File: src/mhl_pkg.sv
// Package for the modem handshake line block: timing constants and states.
// Assumes a 50 MHz clock on the device side.
package mhl_pkg;
    // =========================================================
    // Clock and timing
    // =========================================================
    localparam int unsigned CLK_HZ            = 50_000_000;
    localparam int unsigned RING_LOW_MS       = 100;
    localparam int unsigned RING_LOW_CYCLES   = RING_LOW_MS * (CLK_HZ / 1000);
    // Shutdown pulse window: 100 +- 25 ms, accepted from the minimum
    localparam int unsigned SD_PULSE_MIN_MS   = 75;
    localparam int unsigned SD_PULSE_MIN_CYC  = SD_PULSE_MIN_MS * (CLK_HZ / 1000);
    localparam int unsigned SD_PULSE_MAX_MS   = 125;
    localparam int unsigned SD_PULSE_MAX_CYC  = SD_PULSE_MAX_MS * (CLK_HZ / 1000);
    localparam int unsigned CNT_W             = 32;

    // =========================================================
    // Call and shutdown states
    // =========================================================
    typedef enum logic [1:0] {MHL_IDLE, MHL_PREP, MHL_CONN} mhl_call_t;
    typedef enum logic [1:0] {MHL_SD_IDLE, MHL_SD_PULSE, MHL_SD_ACK, MHL_SD_OFF} mhl_sd_t;
endpackage : mhl_pkg

File: src/mhl_sync.sv
// Three-stage synchroniser with agreement filter for asynchronous pins.
// Assumes a single clock and a synchronous active-high reset.
`timescale 1ns/1ps
`default_nettype none
module mhl_sync #(
    parameter logic RESET_VAL = 1'b1
) (
    input  wire logic clock,     // System clock
    input  wire logic srst,      // Synchronous reset
    input  wire logic pin,       // Asynchronous pin level
    output var  logic level      // Filtered level
);
    logic s1;
    logic s2;
    logic s3;

    // First stage feeds only the second; level moves when stages 2 and 3 agree
    always_ff @(posedge clock) begin
        if (srst) begin
            s1    <= RESET_VAL;
            s2    <= RESET_VAL;
            s3    <= RESET_VAL;
            level <= RESET_VAL;
        end else begin
            s1 <= pin;
            s2 <= s1;
            s3 <= s2;
            if (s2 == s3) begin
                level <= s3;
            end
        end
    end
endmodule : mhl_sync
`default_nettype wire

File: src/mhl_lines.sv
// Device-side handshake lines of a cellular data module (DCE end).
// Assumes host pins arrive asynchronously; call events come from modem logic.
//
// Contract
// Host drives rts low when accepting data.
// Clear-to-send high until ready, then low.
// Host holds dtr low during data call.
// Rising dtr ends call, module goes on-hook.
// Asserted dtr prepares modem, keeps connection.
// Carrier-detect high by default, low on connect.
// Carrier-detect returns high at disconnect.
// Ring indicator falls, stays low 100 ms.
// Host enables power with power_enable_n low.
// Shutdown line is open-collector, both may pull.
// Flow control on by default; txd idles high.
// Shutdown pulse acknowledged low until power-down.
// Host synchronises status inputs before edges.
`timescale 1ns/1ps
`default_nettype none
module mhl_lines
    import mhl_pkg::*;
#(
    parameter int unsigned RING_CYCLES = RING_LOW_CYCLES,   // Ring low time
    parameter int unsigned SD_MIN_CYC  = SD_PULSE_MIN_CYC,  // Shortest shutdown pulse
    parameter int unsigned SD_MAX_CYC  = SD_PULSE_MAX_CYC   // Longest shutdown pulse
) (
    input  wire logic clock,              // 50 MHz clock
    input  wire logic srst,               // Synchronous reset
    input  wire logic rts_n,              // Host request-to-send pin
    input  wire logic dtr_n,              // Host data-terminal-ready pin
    input  wire logic power_enable_n,     // Host power enable pin
    input  wire logic data_to_module,     // Host transmit data pin
    input  wire logic sd_line_in,         // Shutdown line level
    output var  logic sd_line_out,        // Shutdown drive value (always low)
    output var  logic sd_line_oe,         // Shutdown pull-down enable
    output var  logic cts_n,              // Clear-to-send pin
    output var  logic dcd_n,              // Carrier-detect pin
    output var  logic ri_n,               // Ring indicator pin
    input  wire logic rx_ready,           // Modem can take host data
    input  wire logic connect_seen,       // Connect result from remote
    input  wire logic carrier_lost,       // Remote connection dropped
    input  wire logic incoming_event,     // Voice, data call or message pulse
    input  wire logic power_down_done,    // Internal power-down finished
    output var  logic host_may_send,      // Host accepts data, flow control
    output var  logic modem_prepare,      // Prepare modem for line
    output var  logic call_active,        // Data call connected
    output var  logic hang_up,            // One-cycle on-hook pulse
    output var  logic power_down_req,     // Shutdown accepted, power down
    output var  logic powered,            // Power enabled by host
    output var  logic txd_idle_ok         // Host transmit line idles high
);
    // =========================================================
    // Pin synchronisers
    // =========================================================
    logic rts_s;
    logic dtr_s;
    logic pwr_s;
    logic txd_s;
    logic sd_s;

    // Starts as not accepting, so flow control never opens before the pin is seen
    mhl_sync #(.RESET_VAL(1'b1)) u_rts (.clock(clock), .srst(srst), .pin(rts_n),
        .level(rts_s));
    mhl_sync #(.RESET_VAL(1'b1)) u_dtr (.clock(clock), .srst(srst), .pin(dtr_n),
        .level(dtr_s));
    mhl_sync #(.RESET_VAL(1'b1)) u_pwr (.clock(clock), .srst(srst), .pin(power_enable_n),
        .level(pwr_s));
    mhl_sync #(.RESET_VAL(1'b1)) u_txd (.clock(clock), .srst(srst), .pin(data_to_module),
        .level(txd_s));
    mhl_sync #(.RESET_VAL(1'b1)) u_sd (.clock(clock), .srst(srst), .pin(sd_line_in),
        .level(sd_s));

    // =========================================================
    // Host level decode
    // =========================================================
    logic dtr_q;
    wire  dtr_rise    = dtr_s & ~dtr_q;
    wire  dtr_on      = ~dtr_s;
    wire  next_flow   = ~rts_s;

    always_ff @(posedge clock) begin
        if (srst) begin
            dtr_q         <= 1'b1;
            host_may_send <= 1'b0;
            powered       <= 1'b0;
            txd_idle_ok   <= 1'b1;
        end else begin
            dtr_q         <= dtr_s;
            host_may_send <= next_flow;
            powered       <= ~pwr_s;
            txd_idle_ok   <= txd_s;
        end
    end

    // =========================================================
    // Data call control
    // =========================================================
    mhl_call_t call_st;
    mhl_call_t next_call;

    always_comb begin
        next_call = call_st;
        case (call_st)
            MHL_IDLE: begin
                if (dtr_on) begin
                    next_call = MHL_PREP;
                end
            end
            MHL_PREP: begin
                if (dtr_rise || !dtr_on) begin
                    next_call = MHL_IDLE;
                end else if (connect_seen) begin
                    next_call = MHL_CONN;
                end
            end
            MHL_CONN: begin
                if (dtr_rise || carrier_lost) begin
                    next_call = MHL_IDLE;
                end
            end
            default: begin
                next_call = MHL_IDLE;
            end
        endcase
    end

    wire hang_now = (call_st != MHL_IDLE) && (next_call == MHL_IDLE);

    always_ff @(posedge clock) begin
        if (srst) begin
            call_st       <= MHL_IDLE;
            dcd_n         <= 1'b1;
            cts_n         <= 1'b1;
            modem_prepare <= 1'b0;
            call_active   <= 1'b0;
            hang_up       <= 1'b0;
        end else begin
            call_st       <= next_call;
            dcd_n         <= (next_call != MHL_CONN);
            cts_n         <= ~rx_ready;
            modem_prepare <= (next_call != MHL_IDLE);
            call_active   <= (next_call == MHL_CONN);
            hang_up       <= hang_now;
        end
    end

    // =========================================================
    // Ring indicator
    // =========================================================
    // Events during a running pulse are merged into it
    logic [CNT_W-1:0] ring_cnt;
    wire              ring_busy = (ring_cnt != '0);

    always_ff @(posedge clock) begin
        if (srst) begin
            ring_cnt <= '0;
            ri_n     <= 1'b1;
        end else begin
            if (incoming_event && !ring_busy) begin
                ring_cnt <= CNT_W'(RING_CYCLES);
                ri_n     <= 1'b0;
            end else if (ring_busy) begin
                ring_cnt <= ring_cnt - CNT_W'(1);
                ri_n     <= (ring_cnt == CNT_W'(1));
            end
        end
    end

    // =========================================================
    // Hardware shutdown handshake
    // =========================================================
    mhl_sd_t          sd_st;
    logic [CNT_W-1:0] sd_cnt;
    wire              sd_low      = ~sd_s;
    wire              pulse_ok    = (sd_cnt >= CNT_W'(SD_MIN_CYC)) &&
                                    (sd_cnt <= CNT_W'(SD_MAX_CYC));
    wire              cnt_sat     = (sd_cnt == CNT_W'(SD_MAX_CYC + 1));

    always_ff @(posedge clock) begin
        if (srst) begin
            sd_st          <= MHL_SD_IDLE;
            sd_cnt         <= '0;
            sd_line_oe     <= 1'b0;
            power_down_req <= 1'b0;
        end else begin
            case (sd_st)
                MHL_SD_IDLE: begin
                    sd_cnt <= '0;
                    if (sd_low) begin
                        sd_st <= MHL_SD_PULSE;
                    end
                end
                MHL_SD_PULSE: begin
                    // Pulses out of window are ignored
                    if (!sd_low) begin
                        sd_st <= pulse_ok ? MHL_SD_ACK : MHL_SD_IDLE;
                        if (pulse_ok) begin
                            sd_line_oe     <= 1'b1;
                            power_down_req <= 1'b1;
                        end
                    end else if (!cnt_sat) begin
                        sd_cnt <= sd_cnt + CNT_W'(1);
                    end
                end
                MHL_SD_ACK: begin
                    if (power_down_done) begin
                        sd_line_oe <= 1'b0;
                        sd_st      <= MHL_SD_OFF;
                    end
                end
                MHL_SD_OFF: begin
                    // Held off until host removes power
                    if (pwr_s) begin
                        power_down_req <= 1'b0;
                        sd_st          <= MHL_SD_IDLE;
                    end
                end
                default: begin
                    sd_st <= MHL_SD_IDLE;
                end
            endcase
        end
    end

    assign sd_line_out = 1'b0;
endmodule : mhl_lines
`default_nettype wire

File: config.mk
export PLATFORM = sky130hd
export DESIGN_NAME = mhl_lines
export DESIGN_NICKNAME = d
export VERILOG_FILES = /design/src/mhl_pkg.sv /design/src/mhl_sync.sv /design/src/mhl_lines.sv
export SDC_FILE = /design/constraint.sdc
export NUM_CORES = 1
export LEC_CHECK = 0
export BUFFER_PORTS_ARGS = -buffer_cell sky130_fd_sc_hd__buf_4
export CAP_MARGIN = 15
export CELL_PAD_IN_SITES_DETAIL_PLACEMENT = 1
export CELL_PAD_IN_SITES_GLOBAL_PLACEMENT = 1
export CORE_MARGIN = 2
export CORE_UTILIZATION = 40
export CTS_CLUSTER_SIZE = 12
export DETAILED_ROUTE_END_ITERATION = 12
export PLACE_DENSITY = 0.77
export REMOVE_ABC_BUFFERS = 1
export SLEW_MARGIN = 20
export SYNTH_ARGS = -nofsm -noshare
export SYNTH_HDL_FRONTEND = slang
export SYNTH_SLANG_ARGS = --single-unit
export TNS_END_PERCENT = 100
File: constraint.sdc
create_clock -name clock -period 4.3 [get_ports clock]
set_clock_uncertainty 0.2 [all_clocks]
set_input_delay 0.215 -clock clock [delete_from_list [all_inputs] [get_ports clock]]
set_output_delay 0.215 -clock clock [all_outputs]
set_load 0.02 [all_outputs]
Yosys cells after proc, flatten, opt, wreduce, memory -nomap -nowiden:

Cells that the tools add are included.

* word-level logic and storage cells: 112
* register bits: 100
* output and inout port bits: 12
* input bits: 12

* muxes and demuxes: 24
* bitwise operators: 5
* $add $sub $neg: 2
* $lt $le $gt $ge: 2
* equality and inequality tests: 21
* reduce and logical (&&, ||, !) cells: 21

Operators with widths (number)
* 32-bit 2-to-1 mux: 2
* 32-bit one-hot mux with 2 select lines: 1
* 23-bit 2-to-1 mux: 2
* 32-bit by 1-bit adder with 32-bit output (second input constant): 1
* 32-bit by 1-bit == test with 1-bit output (second input constant): 1
* 32-bit by 23-bit == test with 1-bit output (second input constant): 1
* 32-bit by 22-bit >= comparator with 1-bit output (second input constant): 1
* 32-bit by 23-bit less-or-equal comparator with 1-bit output (second input constant): 1
* 32-bit nonzero test: 1
* 32-bit by 1-bit subtractor with 32-bit output (second input constant): 1
* 2-bit 2-to-1 mux: 9
* 2-bit inequality test (second input constant): 6
* 4-bit AND reduction: 3
* 2-bit nonzero test: 6
* 2-bit == test (second input constant): 4
* 2-bit one-hot mux with 4 select lines: 1
* 2-bit zero test: 3
* 1-bit 2-to-1 mux: 6
* 2-bit one-hot mux with 3 select lines: 1
* 1-bit == test: 5
* 2-bit by 1-bit == test with 1-bit output (second input constant): 2
* 2-bit by 1-bit inequality test with 1-bit output (second input constant): 2
* 1-bit inverter: 4
* 1-bit one-hot mux with 2 select lines: 2
* 6 further kinds: 9

Logic depth before layout (Yosys ltp):

Gate-level depths: netlist (run 1).

* depth in word-level cells: 7
* depth in mapped cells: 10
* mapped depth without buffers: 7

By module:

A second synthesis (run 1) with hierarchy kept.

* cells, all modules: 507
* area total of the unflattened synthesis: 4464.3 µm²

By module, submodules not included
* mhl_lines: cells each 457, seq. area each 1601.5 µm², instances 1, area an instance 3888.7 µm²
* mhl_sync: cells each 10, seq. area each 80.1 µm², instances 5, area an instance 115.1 µm²

Worst setup path after synthesis (run 1):

No wires, ideal clock.

* path type: reg-to-reg
* from: register ring_cnt[15]
* to: register ring_cnt[5]
* clock period less this slack: 2.659 ns
* data required time: 3.987 ns
* data arrival time: 2.346 ns
* buffers on the path: 2
* slack: 1.641 ns
* cell stages (with the launch flop): 9
* library setup time: 0.113 ns
* cell sequence: dfxtp_1 > or4_1 > or4_1 > buf_2 > or4b_4 > buf_6 > nand4b_4 > xor2_2 > nor2_1

* cells in the longest elaborated chain, start to end: 4

Ends and longest elaborated chain
* start: declaration: line mhl_lines.sv:151 `logic [CNT_W-1:0] ring_cnt;`
* start signal: assignment: line mhl_lines.sv:160 `ring_cnt <= CNT_W'(RING_CYCLES);`
* start signal: assignment: line mhl_lines.sv:163 `ring_cnt <= ring_cnt - CNT_W'(1);`
* 32-bit nonzero test *: line mhl_lines.sv:152 `wire ring_busy = (ring_cnt != '0);`
* 1-bit zero test: line mhl_lines.sv:159 `if (incoming_event && !ring_busy) begin`
* 1-bit logical AND: line mhl_lines.sv:159
* 2-bit OR reduction (no line)

Mark *: on every way between the ends. The rest lies on a longest branch, timed or not.
A chain may end at the register's enable or synchronous reset.

Final worst setup path (run 1):

* from: register ring_cnt[15]
* to: register ring_cnt[16]

* cells in the longest elaborated chain, start to end: 4
* elaborated cells between the ends (all ways): 5
* classes of those cells: add/sub: 1; reduce/logical: 4

Ends and longest elaborated chain
* parallel branches: the longest is 4 deep, another holds 32-bit by 1-bit subtractor with 32-bit output

Parallel ways; which one is timed is not known.

==> results of run 1 <==
[cell usage in the layout (no fill, tap or decap), types with 3 or more instances in the layout]
master / n
clkbuf_8: 10
or3_1: 6
a211oi_1: 13
xor2_1: 34
nor3b_1: 4
inv_1: 12
nor2_1: 82
nand4_1: 12
dfxtp_1: 100
a21oi_1: 22
xnor2_1: 10
nand2_1: 22
dlygate4sd3_1: 7
nand3_1: 25
inv_6: 3
o2111ai_1: 3
ha_1: 6
buf_4: 22
nor2b_1: 5
o21ai_0: 3
nor4_1: 13
or4_1: 7
or2_2: 19
and3_1: 11
o21bai_1: 5
nor3_1: 11
a311oi_1: 4
[worst min path at each step]
stage / to / slack [ns]
6_report: host_may_send / 0.04
4_1_cts: host_may_send / 0.03
2_1_floorplan: host_may_send / 0.08
3_3_place_gp: cts_n / 0.18
5_1_grt: host_may_send / 0.06
3_5_place_dp: u_dtr.s2 / 0.20
[cell usage after synthesis (all sizes together), types with 11 or more instances]
library cell    n
nand4          12
nand3          25
nor4           13
a211oi         14
xor2           35
nor2           82
inv            12
nor3           12
dfxtp         100
a21oi          22
nand2          22
or2            20
and3           11
[final cells by class]
cell class	count	share of cell area
Multi-Input combinational cell	354	0.451
Sequential cell	100	0.412
Timing Repair Buffer	29	0.0485
Tap cell	140	0.0361
Clock buffer	10	0.0284
Clock inverter	6	0.0142
Inverter	12	0.00928
[cell families after synthesis]
| family | synth area share |
|---|---|
| AOI/OAI and AO/OA | 0.0984 |
| DFF | 0.460 |
| buffers and inverters | 0.0362 |
| other | 0.000862 |
| muxes | 0.00489 |
| adders and majority gates | 0.0173 |
| and+or+nand+nor | 0.290 |
| xor gates and xnor gates | 0.0923 |
[layer usage]
layer	wire length, um	share of wire	track usage	vias up
met3	235	0.025	0.0518	14
met1	4410	0.47	0.205	1654
met4	142	0.015	0.0577	0
li1	-	-	-	1749
met2	4690	0.49	0.306	30
met5	0	0	0	-
[critical path: stages, from the launching register on]
cell	delay, ns
dfxtp_1	0.36
or4_1	0.54
or4_1	0.61
nor3_2	0.23
and4_1	0.43
or2_1	0.69
nor2_1	0.12
[power groups by stage]
stage	sequential [W]	combinational (W)	clock (W)
after detailed placement	0.00121	0.00101	0
after global routing	0.00122	0.00117	0.000687
after CTS	0.00119	0.00103	0.000654
after floorplan	0.00118	0.000795	0
after global placement	0.00120	0.000965	0
final	0.00119	0.00103	0.000628
[through the flow]
stage | std cells | power (W) | setup slack, ns | hold WS [ns]
after floorplan | 466 | 0.00198 | 1.46 | 0.0817
after global placement | 628 | 0.00217 | 1.06 | 0.184
after detailed placement | 628 | 0.00222 | 0.952 | 0.196
after CTS | 651 | 0.00287 | 0.939 | 0.0252
after global routing | 651 | 0.00307 | 0.720 | 0.0592
final | 651 | 0.00285 | 0.984 | 0.0444
[what timing repair did]
item,CTS,global route
endpoints found under the hold margin,7,0
setup endpoints to repair,0,0
hold buffers,7,0
==> out/metrics.cfg, run 1 <==
[run_status]
status=finished clean

[timing]
rsz0062_at_grt=no
hold_violations=0
setup_viol=0
worst_pin_slew_ns=0.845
tns_ns=0
relSlewSlack=0.432
fmaxAchievable_mhz=302
slew_viol_final=0
fin_crit_sh=0.771
fin_crit_ns=3.32

[yosys]
synth-main-ff-cell=dfxtp_1
synth_edf_count=0
yosys_warnings=0
yosysSeqAreaShare=0.460
syn_area_per_cell_um2=8.95
yosys-top-cells-area=dfxtp_1, nor2_1, xor2_1, nand3_1, or2_2
synth_top_area_frac=0.460
ys_ff_latch=100
synthesis.area_um2=4350
synth_cell_type_count=56
synth_top_area_cell=dfxtp_1
synth_cells=486
async_reset_ff_frac=0

[cts]
clkSinkCount=100
numCtsBuffers=9
root_buffer=clkbuf_8
post_cts_buffers=0
clkTransAtPathRegs_ns=0.10
cts_resized=0
cts_tree=done
clockBufferDepth=2
clk-insertion-delay-late_ns=0.38
cts_max_level=3

[floorplan]
die_area_um2=11700
die_h_um=108
rows=38
die_w_um=108
coreArea_um2=10700
start_util=0.405
io_pins=24

[drt]
wl_mm=9.48
vias=3447
drt_iter0_drc=162
drt-vias-per-instance=5.29
wire_per_inst_um=14.6
drc_errors=0
firstDrtPassIters=4
final_antenna_net_count=0

[critical_path]
reg2reg_depth=6
r2r-start=ring_cnt[15]
setup.worst_path.end=ring_cnt[16]
cp.arrival_ns=3.35
cp_max_fo=23
worstSetupPathType=flop to flop
rrSetupSlack_ns=0.98
start_kind=flop
required_ns=4.34
startpoint=ring_cnt[15]
r2r_end=ring_cnt[16]
end_kind=flop

[flow_run]
maxCapViolCount=0

[worst_hold_path]
hp-class=input port to flop
holdPathStages=2
worstHoldStart=srst

[global_routing]
grt_pass1_vias=3519
antenna_found_initial=0
grt_pass1_wl_mm=16.4
grt_use_total=0.175
grt_max_degree=48
grt_overflow_total=0

[power_and_ir_drop]
switching_power_w=0.00108
swShare=0.380
leakage_nw=1.75
pwr-share-comb=0.360
pwr-share-seq=0.419
p_clk_frac=0.221
irDropWorstVdd_v=0.000505
p_per_area_nw_per_um2=587
p_int_w=0.00177

[finish]
layout-drive-gt1-share=0.129
diodes=0
final_util=0.452
final-seq-area_um2=2000
reg.largest.list=ring_cnt x32, sd_cnt x32, call_st x2
fin_area_um2=4850
nFillCells=1294
multi_input_area_um2=2190
finalNetCount=524
area_delta_synth_final_pct=11.6

[place]
dp_hpwl_mm=6.47
post_dp_cell_area_um2=4580
portBuffers=22
gp_congestion=0.772

(Power assumes the default switching activity.)
==> run 2: changes to the inputs <==
Settings changed: ABC_AREA set to 1, PLACE_DENSITY 0.77 to 0.83.
Clock period 4.3 ns to 2.9 ns, I/O delays scaled along.
==> run 2 against run 1 <==
  * Routed wire length increased by 66%
  * Total power increased by 95%
  * Design area increased by 23%
  * Register-to-register slack got worse by 0.56 ns
  * Critical endpoint is now sd_cnt[20]
  * Cell count increased by 51%
  * Utilization increased by 0.47 points
  * Via count increased by 51%
  * Clock power increased by 100%
  * Die area increased by 21%
==> out/metrics.cfg, run 2 <==
[critical_path]
start_kind=flop
cp_max_fo=5  ; -78%
reg2reg_depth=8  ; +2
required_ns=2.96  ; -1.38 ns
r2r_end=sd_cnt[20]
r2r-start=sd_cnt[0]
cp.arrival_ns=2.54  ; -0.81 ns
rrSetupSlack_ns=0.42  ; -0.56 ns
worstSetupPathType=flop to flop
end_kind=flop

[drt]
drt-vias-per-instance=5.32  ; +0.52%
firstDrtPassIters=4  ; unchanged
wire_per_inst_um=16.0  ; +10%
drt_iter0_drc=386  ; +140%
drc_errors=0  ; unchanged
wl_mm=15.7  ; +66%
vias=5216  ; +51%
final_antenna_net_count=0  ; unchanged

[global_routing]
grt_overflow_total=0  ; unchanged
antenna_found_initial=0  ; unchanged
grt_max_degree=55  ; +15%
grt_pass1_wl_mm=26.2  ; +60%
grt_use_total=0.228  ; +0.0534
grt_pass1_vias=5484  ; +56%

[timing]
whs_ns=0.0575  ; +0.0130 ns
setup_viol=0  ; unchanged
worst_pin_slew_ns=0.697  ; -0.147 ns
slew_viol_final=0  ; unchanged
fin_crit_ns=2.48  ; -0.839 ns
fmaxAchievable_mhz=404  ; +34%
hold_violations=0  ; unchanged
fin_crit_sh=0.854  ; +0.0828
relSlewSlack=0.535  ; +0.102
rsz0062_at_grt=no
tns_ns=0  ; unchanged

[yosys]
synth_common_cells=nand2_1, nor2_1, dfxtp_1
synth_top_area_frac=0.378  ; -0.0824
synth_cell_type_count=42  ; -25%
synth_top_area_cell=dfxtp_1
synthesis.area_um2=5300  ; +22%
synth_most_common_cell=nand2_1
synth-main-ff-cell=dfxtp_1
yosys_warnings=0  ; unchanged
async_reset_ff_frac=0  ; unchanged
yosysSeqAreaShare=0.378  ; -0.0824
synth_edf_count=0  ; unchanged
syn_area_per_cell_um2=6.84  ; -24%
yosys-top-cells-area=dfxtp_1, nand2_1, nor2_1, nand3_1, inv_1
synth_cells=775  ; +59%
ys_ff_latch=100  ; unchanged

[power_and_ir_drop]
switching_power_w=0.00250  ; +130%
p_clk_frac=0.226  ; +0.005
pwr-share-seq=0.326  ; -0.093
leakage_nw=2.27  ; +30%
irDropWorstVdd_v=0.000452  ; -10%
p_int_w=0.00306  ; +73%
swShare=0.450  ; +0.0702
p_per_area_nw_per_um2=930  ; +59%
power.total_w=0.00556  ; +95%
pwr-share-comb=0.447  ; +0.087

[run_status]
status=finished clean

[cts]
clkTransAtPathRegs_ns=0.09  ; about the same
clk-insertion-delay-late_ns=0.37  ; about the same
cts_tree=done
cts_max_level=3  ; unchanged
clockBufferDepth=2  ; unchanged
root_buffer=clkbuf_16
numCtsBuffers=9  ; unchanged
post_cts_buffers=0  ; unchanged
clkSinkCount=100  ; unchanged

[place]
portBuffers=22  ; unchanged
post_dp_cell_area_um2=5560  ; +21%
dp.cells=954  ; +52%
dp_hpwl_mm=11.6  ; +79%
gp_congestion=0.924  ; +20%

[worst_hold_path]
holdPathStages=2  ; unchanged
worstHoldStart=srst
hold_path_end=sd_cnt[22]
hp-class=input port to flop

[finish]
diodes=0  ; unchanged
fin_area_um2=5970  ; +23%
reg.largest.list=ring_cnt x32, sd_cnt x32, call_st x2
stdcell_count=980  ; +51%
area_delta_synth_final_pct=12.7
layout_commonest_cell=nand2_1
finalNetCount=817  ; +56%
layout-drive-gt1-share=0.113  ; -0.0160
nFillCells=1708  ; +32%
final_cell_mix=nand2_1, nor2_1, dfxtp_1

[floorplan]
start_util=0.405  ; about the same
die_w_um=119  ; +10%
die_area_um2=14200  ; +21%
io_pins=24  ; unchanged
die_h_um=119  ; +10%
rows=42  ; +11%
coreArea_um2=13100  ; +22%

[flow_run]
maxCapViolCount=0  ; unchanged

[run 2: cell types whose count changed in the layout (fill, tap and decap cells not counted), moves of 11 or more]
cell | before | now
nand4_1 | 12 | 25
inv_1 | 12 | 61
nand3_1 | 25 | 55
nor2_1 | 82 | 146
xor2_1 | 34 | 9
and3_1 | 11 | 0
o21ai_0 | 3 | 18
a211oi_1 | 13 | 1
nor3_1 | 11 | 24
a21oi_1 | 22 | 39
nand2_1 | 22 | 180
[run 2: logic make-up (layout without fill, tap and decap cells)]
group,after synthesis,after routing,share of synthesized area
simple gates,479,479,0.406
fa+ha+maj,8,8,0.0179
compound gates,73,73,0.0787
buf+inv,87,116,0.0746
other cells,1,1,0.000708
xor+xnor,27,27,0.0446
flops,100,100,0.378
[run 2: final cells by class]
cell class | instances | area, um2 | share of cell area
clock buffers | 9 | 225 | 0.0377
clock inverters | 7 | 88.8 | 0.0149
inverters | 64 | 240 | 0.0402
multi-input cells | 588 | 2900 | 0.486
flip-flops and latches | 100 | 2000 | 0.335
well taps | 176 | 220 | 0.0369
repair buffers | 36 | 295 | 0.0494
[run 2: power groups by stage]
| stage | clock [W] | combinational [W] | sequential, W |
|---|---|---|---|
| floorplan | 0 | 0.00182 | 0.00178 |
| global placement | 0 | 0.00239 | 0.00183 |
| detailed placement | 0 | 0.00244 | 0.00184 |
| CTS | 0.00128 | 0.00247 | 0.00181 |
| global route | 0.00134 | 0.00281 | 0.00184 |
| finish | 0.00126 | 0.00249 | 0.00181 |
[run 2: metal layers]
layer | vias up | track usage | part of all wire | routed length (um)
met5 | - | 0 | 0 | 0
met4 | 0 | 0.103 | 0.032 | 496
met3 | 41 | 0.0503 | 0.049 | 770
met2 | 123 | 0.391 | 0.49 | 7710
met1 | 2505 | 0.273 | 0.43 | 6730
li1 | 2547 | - | - | -
[run 2: how the worst max path moves through the flow]
stage,from,end,cells after the start
3_3_place_gp,sd_cnt[1],sd_cnt[20],8
4_1_cts,sd_cnt[0],sd_cnt[20],8
6_report,sd_cnt[0],sd_cnt[20],8
3_5_place_dp,sd_cnt[0],sd_cnt[20],8
5_1_grt,sd_cnt[0],sd_cnt[20],8
2_1_floorplan,sd_st[0],sd_cnt[20],9
[run 2: what timing repair did]
action | in CTS | in global routing
endpoints found under the hold margin | 12 | 0
hold buffers | 10 | 0
gates resized for setup | 0 | 0
[run 2: stage by stage]
step,util,setup slack [ns]
floorplan,-,0.535
global placement,0.425,0.555
detailed placement,0.425,0.487
CTS,0.456,0.472
global route,0.456,0.308
finish,0.456,0.423
[run 2: worst max-delay path, cell delays in order (launching register included)]
cell and delay, ns:
dfxtp_1 0.41, ha_1 0.27, nand2_1 0.09, nor2_1 0.29, inv_1 0.13, nor4_1 0.55, nand3_1 0.20, nor2_1 0.17
nor2_1 0.07
==> run 3: changes to the inputs <==
Settings changed: RECOVER_POWER set to 50.
==> run 3 against run 2 <==
  * Sequential cell count stayed put
  * Die area stayed put
  * Sequential share of layout area is 0.30 points higher
  * Register-to-register slack worse by 0.05 ns
  * Critical path type unchanged
  * First-iteration DRC count is 1.0% lower
  * Clock power hardly changed
  * Non-clock buffer count stayed put
  * Cell count stayed put
  * Fmax is 1.9% lower
  * Setup slack worse by 0.047 ns
  * Critical path depth stayed put
  * Clock-buffer cell count stayed put
==> out/metrics.cfg, run 3 (synthesized netlist as in run 2, its figures left out) <==
[run_status]
status=finished clean

[timing]
fmaxAchievable_mhz=396  ; -1.9%
hold_violations=0  ; unchanged
relSlewSlack=0.220  ; -0.315
rsz0062_at_grt=no
slew_viol_final=0  ; unchanged
timing.final.ws_setup_ns=0.376  ; -0.0473 ns
fin_crit_ns=2.52  ; +0.0473 ns
setup_viol=0  ; unchanged
tns_ns=0  ; unchanged
worst_pin_slew_ns=1.17  ; +0.473 ns
fin_crit_sh=0.870  ; +0.0163

[place]
portBuffers=22  ; unchanged
pre_cts_ws_ns=0.487  ; unchanged
gp_congestion=0.924  ; unchanged
post_dp_cell_area_um2=5560  ; unchanged
dp_hpwl_mm=11.6  ; unchanged

[global_routing]
grt_pass1_vias=5484  ; unchanged
grt_max_degree=55  ; unchanged
grt_overflow_total=0  ; unchanged
use_met1=0.273  ; unchanged
antenna_found_initial=0  ; unchanged
grt.met2_usage=0.391  ; unchanged
grt_use_total=0.228  ; unchanged
grt_use_met3=0.0503  ; unchanged
grt_pass1_wl_mm=26.2  ; unchanged
busiest_layer=met2

[drt]
drt_iter0_drc=382  ; -1.0%
wl_mm=15.7  ; -0.25%
drt-vias-per-instance=5.35  ; +0.54%
wire_per_inst_um=16.0  ; -0.25%
firstDrtPassIters=5  ; +1
drc_errors=0  ; unchanged
vias=5244  ; +0.54%
final_antenna_net_count=0  ; unchanged

[floorplan]
rows=42  ; unchanged
io_pins=24  ; unchanged
die_h_um=119  ; unchanged
die_w_um=119  ; unchanged
coreArea_um2=13100  ; unchanged
start_util=0.405  ; unchanged
die_area_um2=14200  ; unchanged

[finish]
layout_commonest_cell=nand2_1
fin_area_um2=5920  ; -0.90%
final_util=0.452  ; -0.00411
diodes=0  ; unchanged
layout-drive-gt1-share=0.0970  ; -0.0162
finalNetCount=817  ; unchanged
reg.largest.list=ring_cnt x32, sd_cnt x32, call_st x2
area_delta_synth_final_pct=11.7
final_cell_mix=nand2_1, nor2_1, dfxtp_1
nFillCells=1719  ; +0.64%
final-seq-area_um2=2000  ; unchanged
multi_input_area_um2=2890  ; -0.35%

[cts]
root_buffer=clkbuf_16
clk-insertion-delay-late_ns=0.37  ; about the same
post_cts_buffers=0  ; unchanged
numCtsBuffers=9  ; unchanged
cts_resized=0  ; unchanged
clkSinkCount=100  ; unchanged
clockBufferDepth=2  ; unchanged
clkTransAtPathRegs_ns=0.09  ; about the same
cts_tree=done
cts_max_level=3  ; unchanged
ctsHoldBuffers=10  ; unchanged

[power_and_ir_drop]
leakage_nw=2.23  ; -2.0%
p_per_area_nw_per_um2=939  ; +0.87%
irDropWorstVdd_v=0.000448  ; -1.0%
pwr-share-comb=0.448  ; about the same
p_int_w=0.00305  ; -0.13%
swShare=0.450  ; +0.000480
p_clk_frac=0.226  ; about the same
switching_power_w=0.00250  ; about the same
power.total_w=0.00555  ; about the same
pwr-share-seq=0.326  ; about the same

[worst_hold_path]
worstHoldStart=u_txd.s1
hp-class=flop to flop

[critical_path]
startpoint=sd_cnt[0]
end_kind=flop
worstSetupPathType=flop to flop
cp.arrival_ns=2.59  ; +0.05 ns
start_kind=flop
cp_max_fo=5  ; unchanged
required_ns=2.97  ; about the same
r2r-start=sd_cnt[0]

[flow_run]
maxCapViolCount=0  ; unchanged

==> run 3: cell type report <==
class / count / area share
Inverter: 64 / 0.0406
Timing Repair Buffer: 36 / 0.0425
Clock inverter: 7 / 0.0150
Sequential cell: 100 / 0.338
Tap cell: 176 / 0.0372
Clock buffer: 9 / 0.0381
Multi-Input combinational cell: 588 / 0.488
==> run 3: worst max-delay path, cell delays in order (launching register included) <==
cell and delay [ns]:
dfxtp_1 0.41, ha_1 0.26, nand2_1 0.09, nor2_1 0.32, inv_1 0.14, nor4_1 0.58
nand3_1 0.20, nor2_1 0.16, nor2_1 0.06
==> run 3: through the flow <==
step / hold slack [ns] / cells
finish: 0.216 / 980
global route: 0.230 / 980
CTS: 0.0605 / 980
detailed placement: 0.114 / 954
global placement: 0.111 / 954
floorplan: 0.00744 / 752
==> run 3: power by group through the flow <==
stage | logic (W) | registers, W | clock network, W
after floorplan | 0.00182 | 0.00178 | 0
after global placement | 0.00239 | 0.00183 | 0
after CTS | 0.00247 | 0.00181 | 0.00128
after global routing | 0.00280 | 0.00184 | 0.00134
final | 0.00249 | 0.00181 | 0.00126
after detailed placement | 0.00244 | 0.00184 | 0
==> run 3: path summary, 6_finish.rpt <==
check / end / slack [ns] / cells past startpoint
worst max-delay path: sd_cnt[20] / 0.38 / 8
worst min-delay path: u_txd.s2 / 0.22 / 1
worst max register to register: sd_cnt[20] / 0.38 / 8
worst min register to register: u_txd.s2 / 0.22 / 1
==> run 3: per-layer routing <==
layer / part of all wire / vias to the layer above
met2: 0.49 / 142
met5: 0 / -
met3: 0.047 / 42
met4: 0.033 / 0
met1: 0.43 / 2512
li1: - / 2548
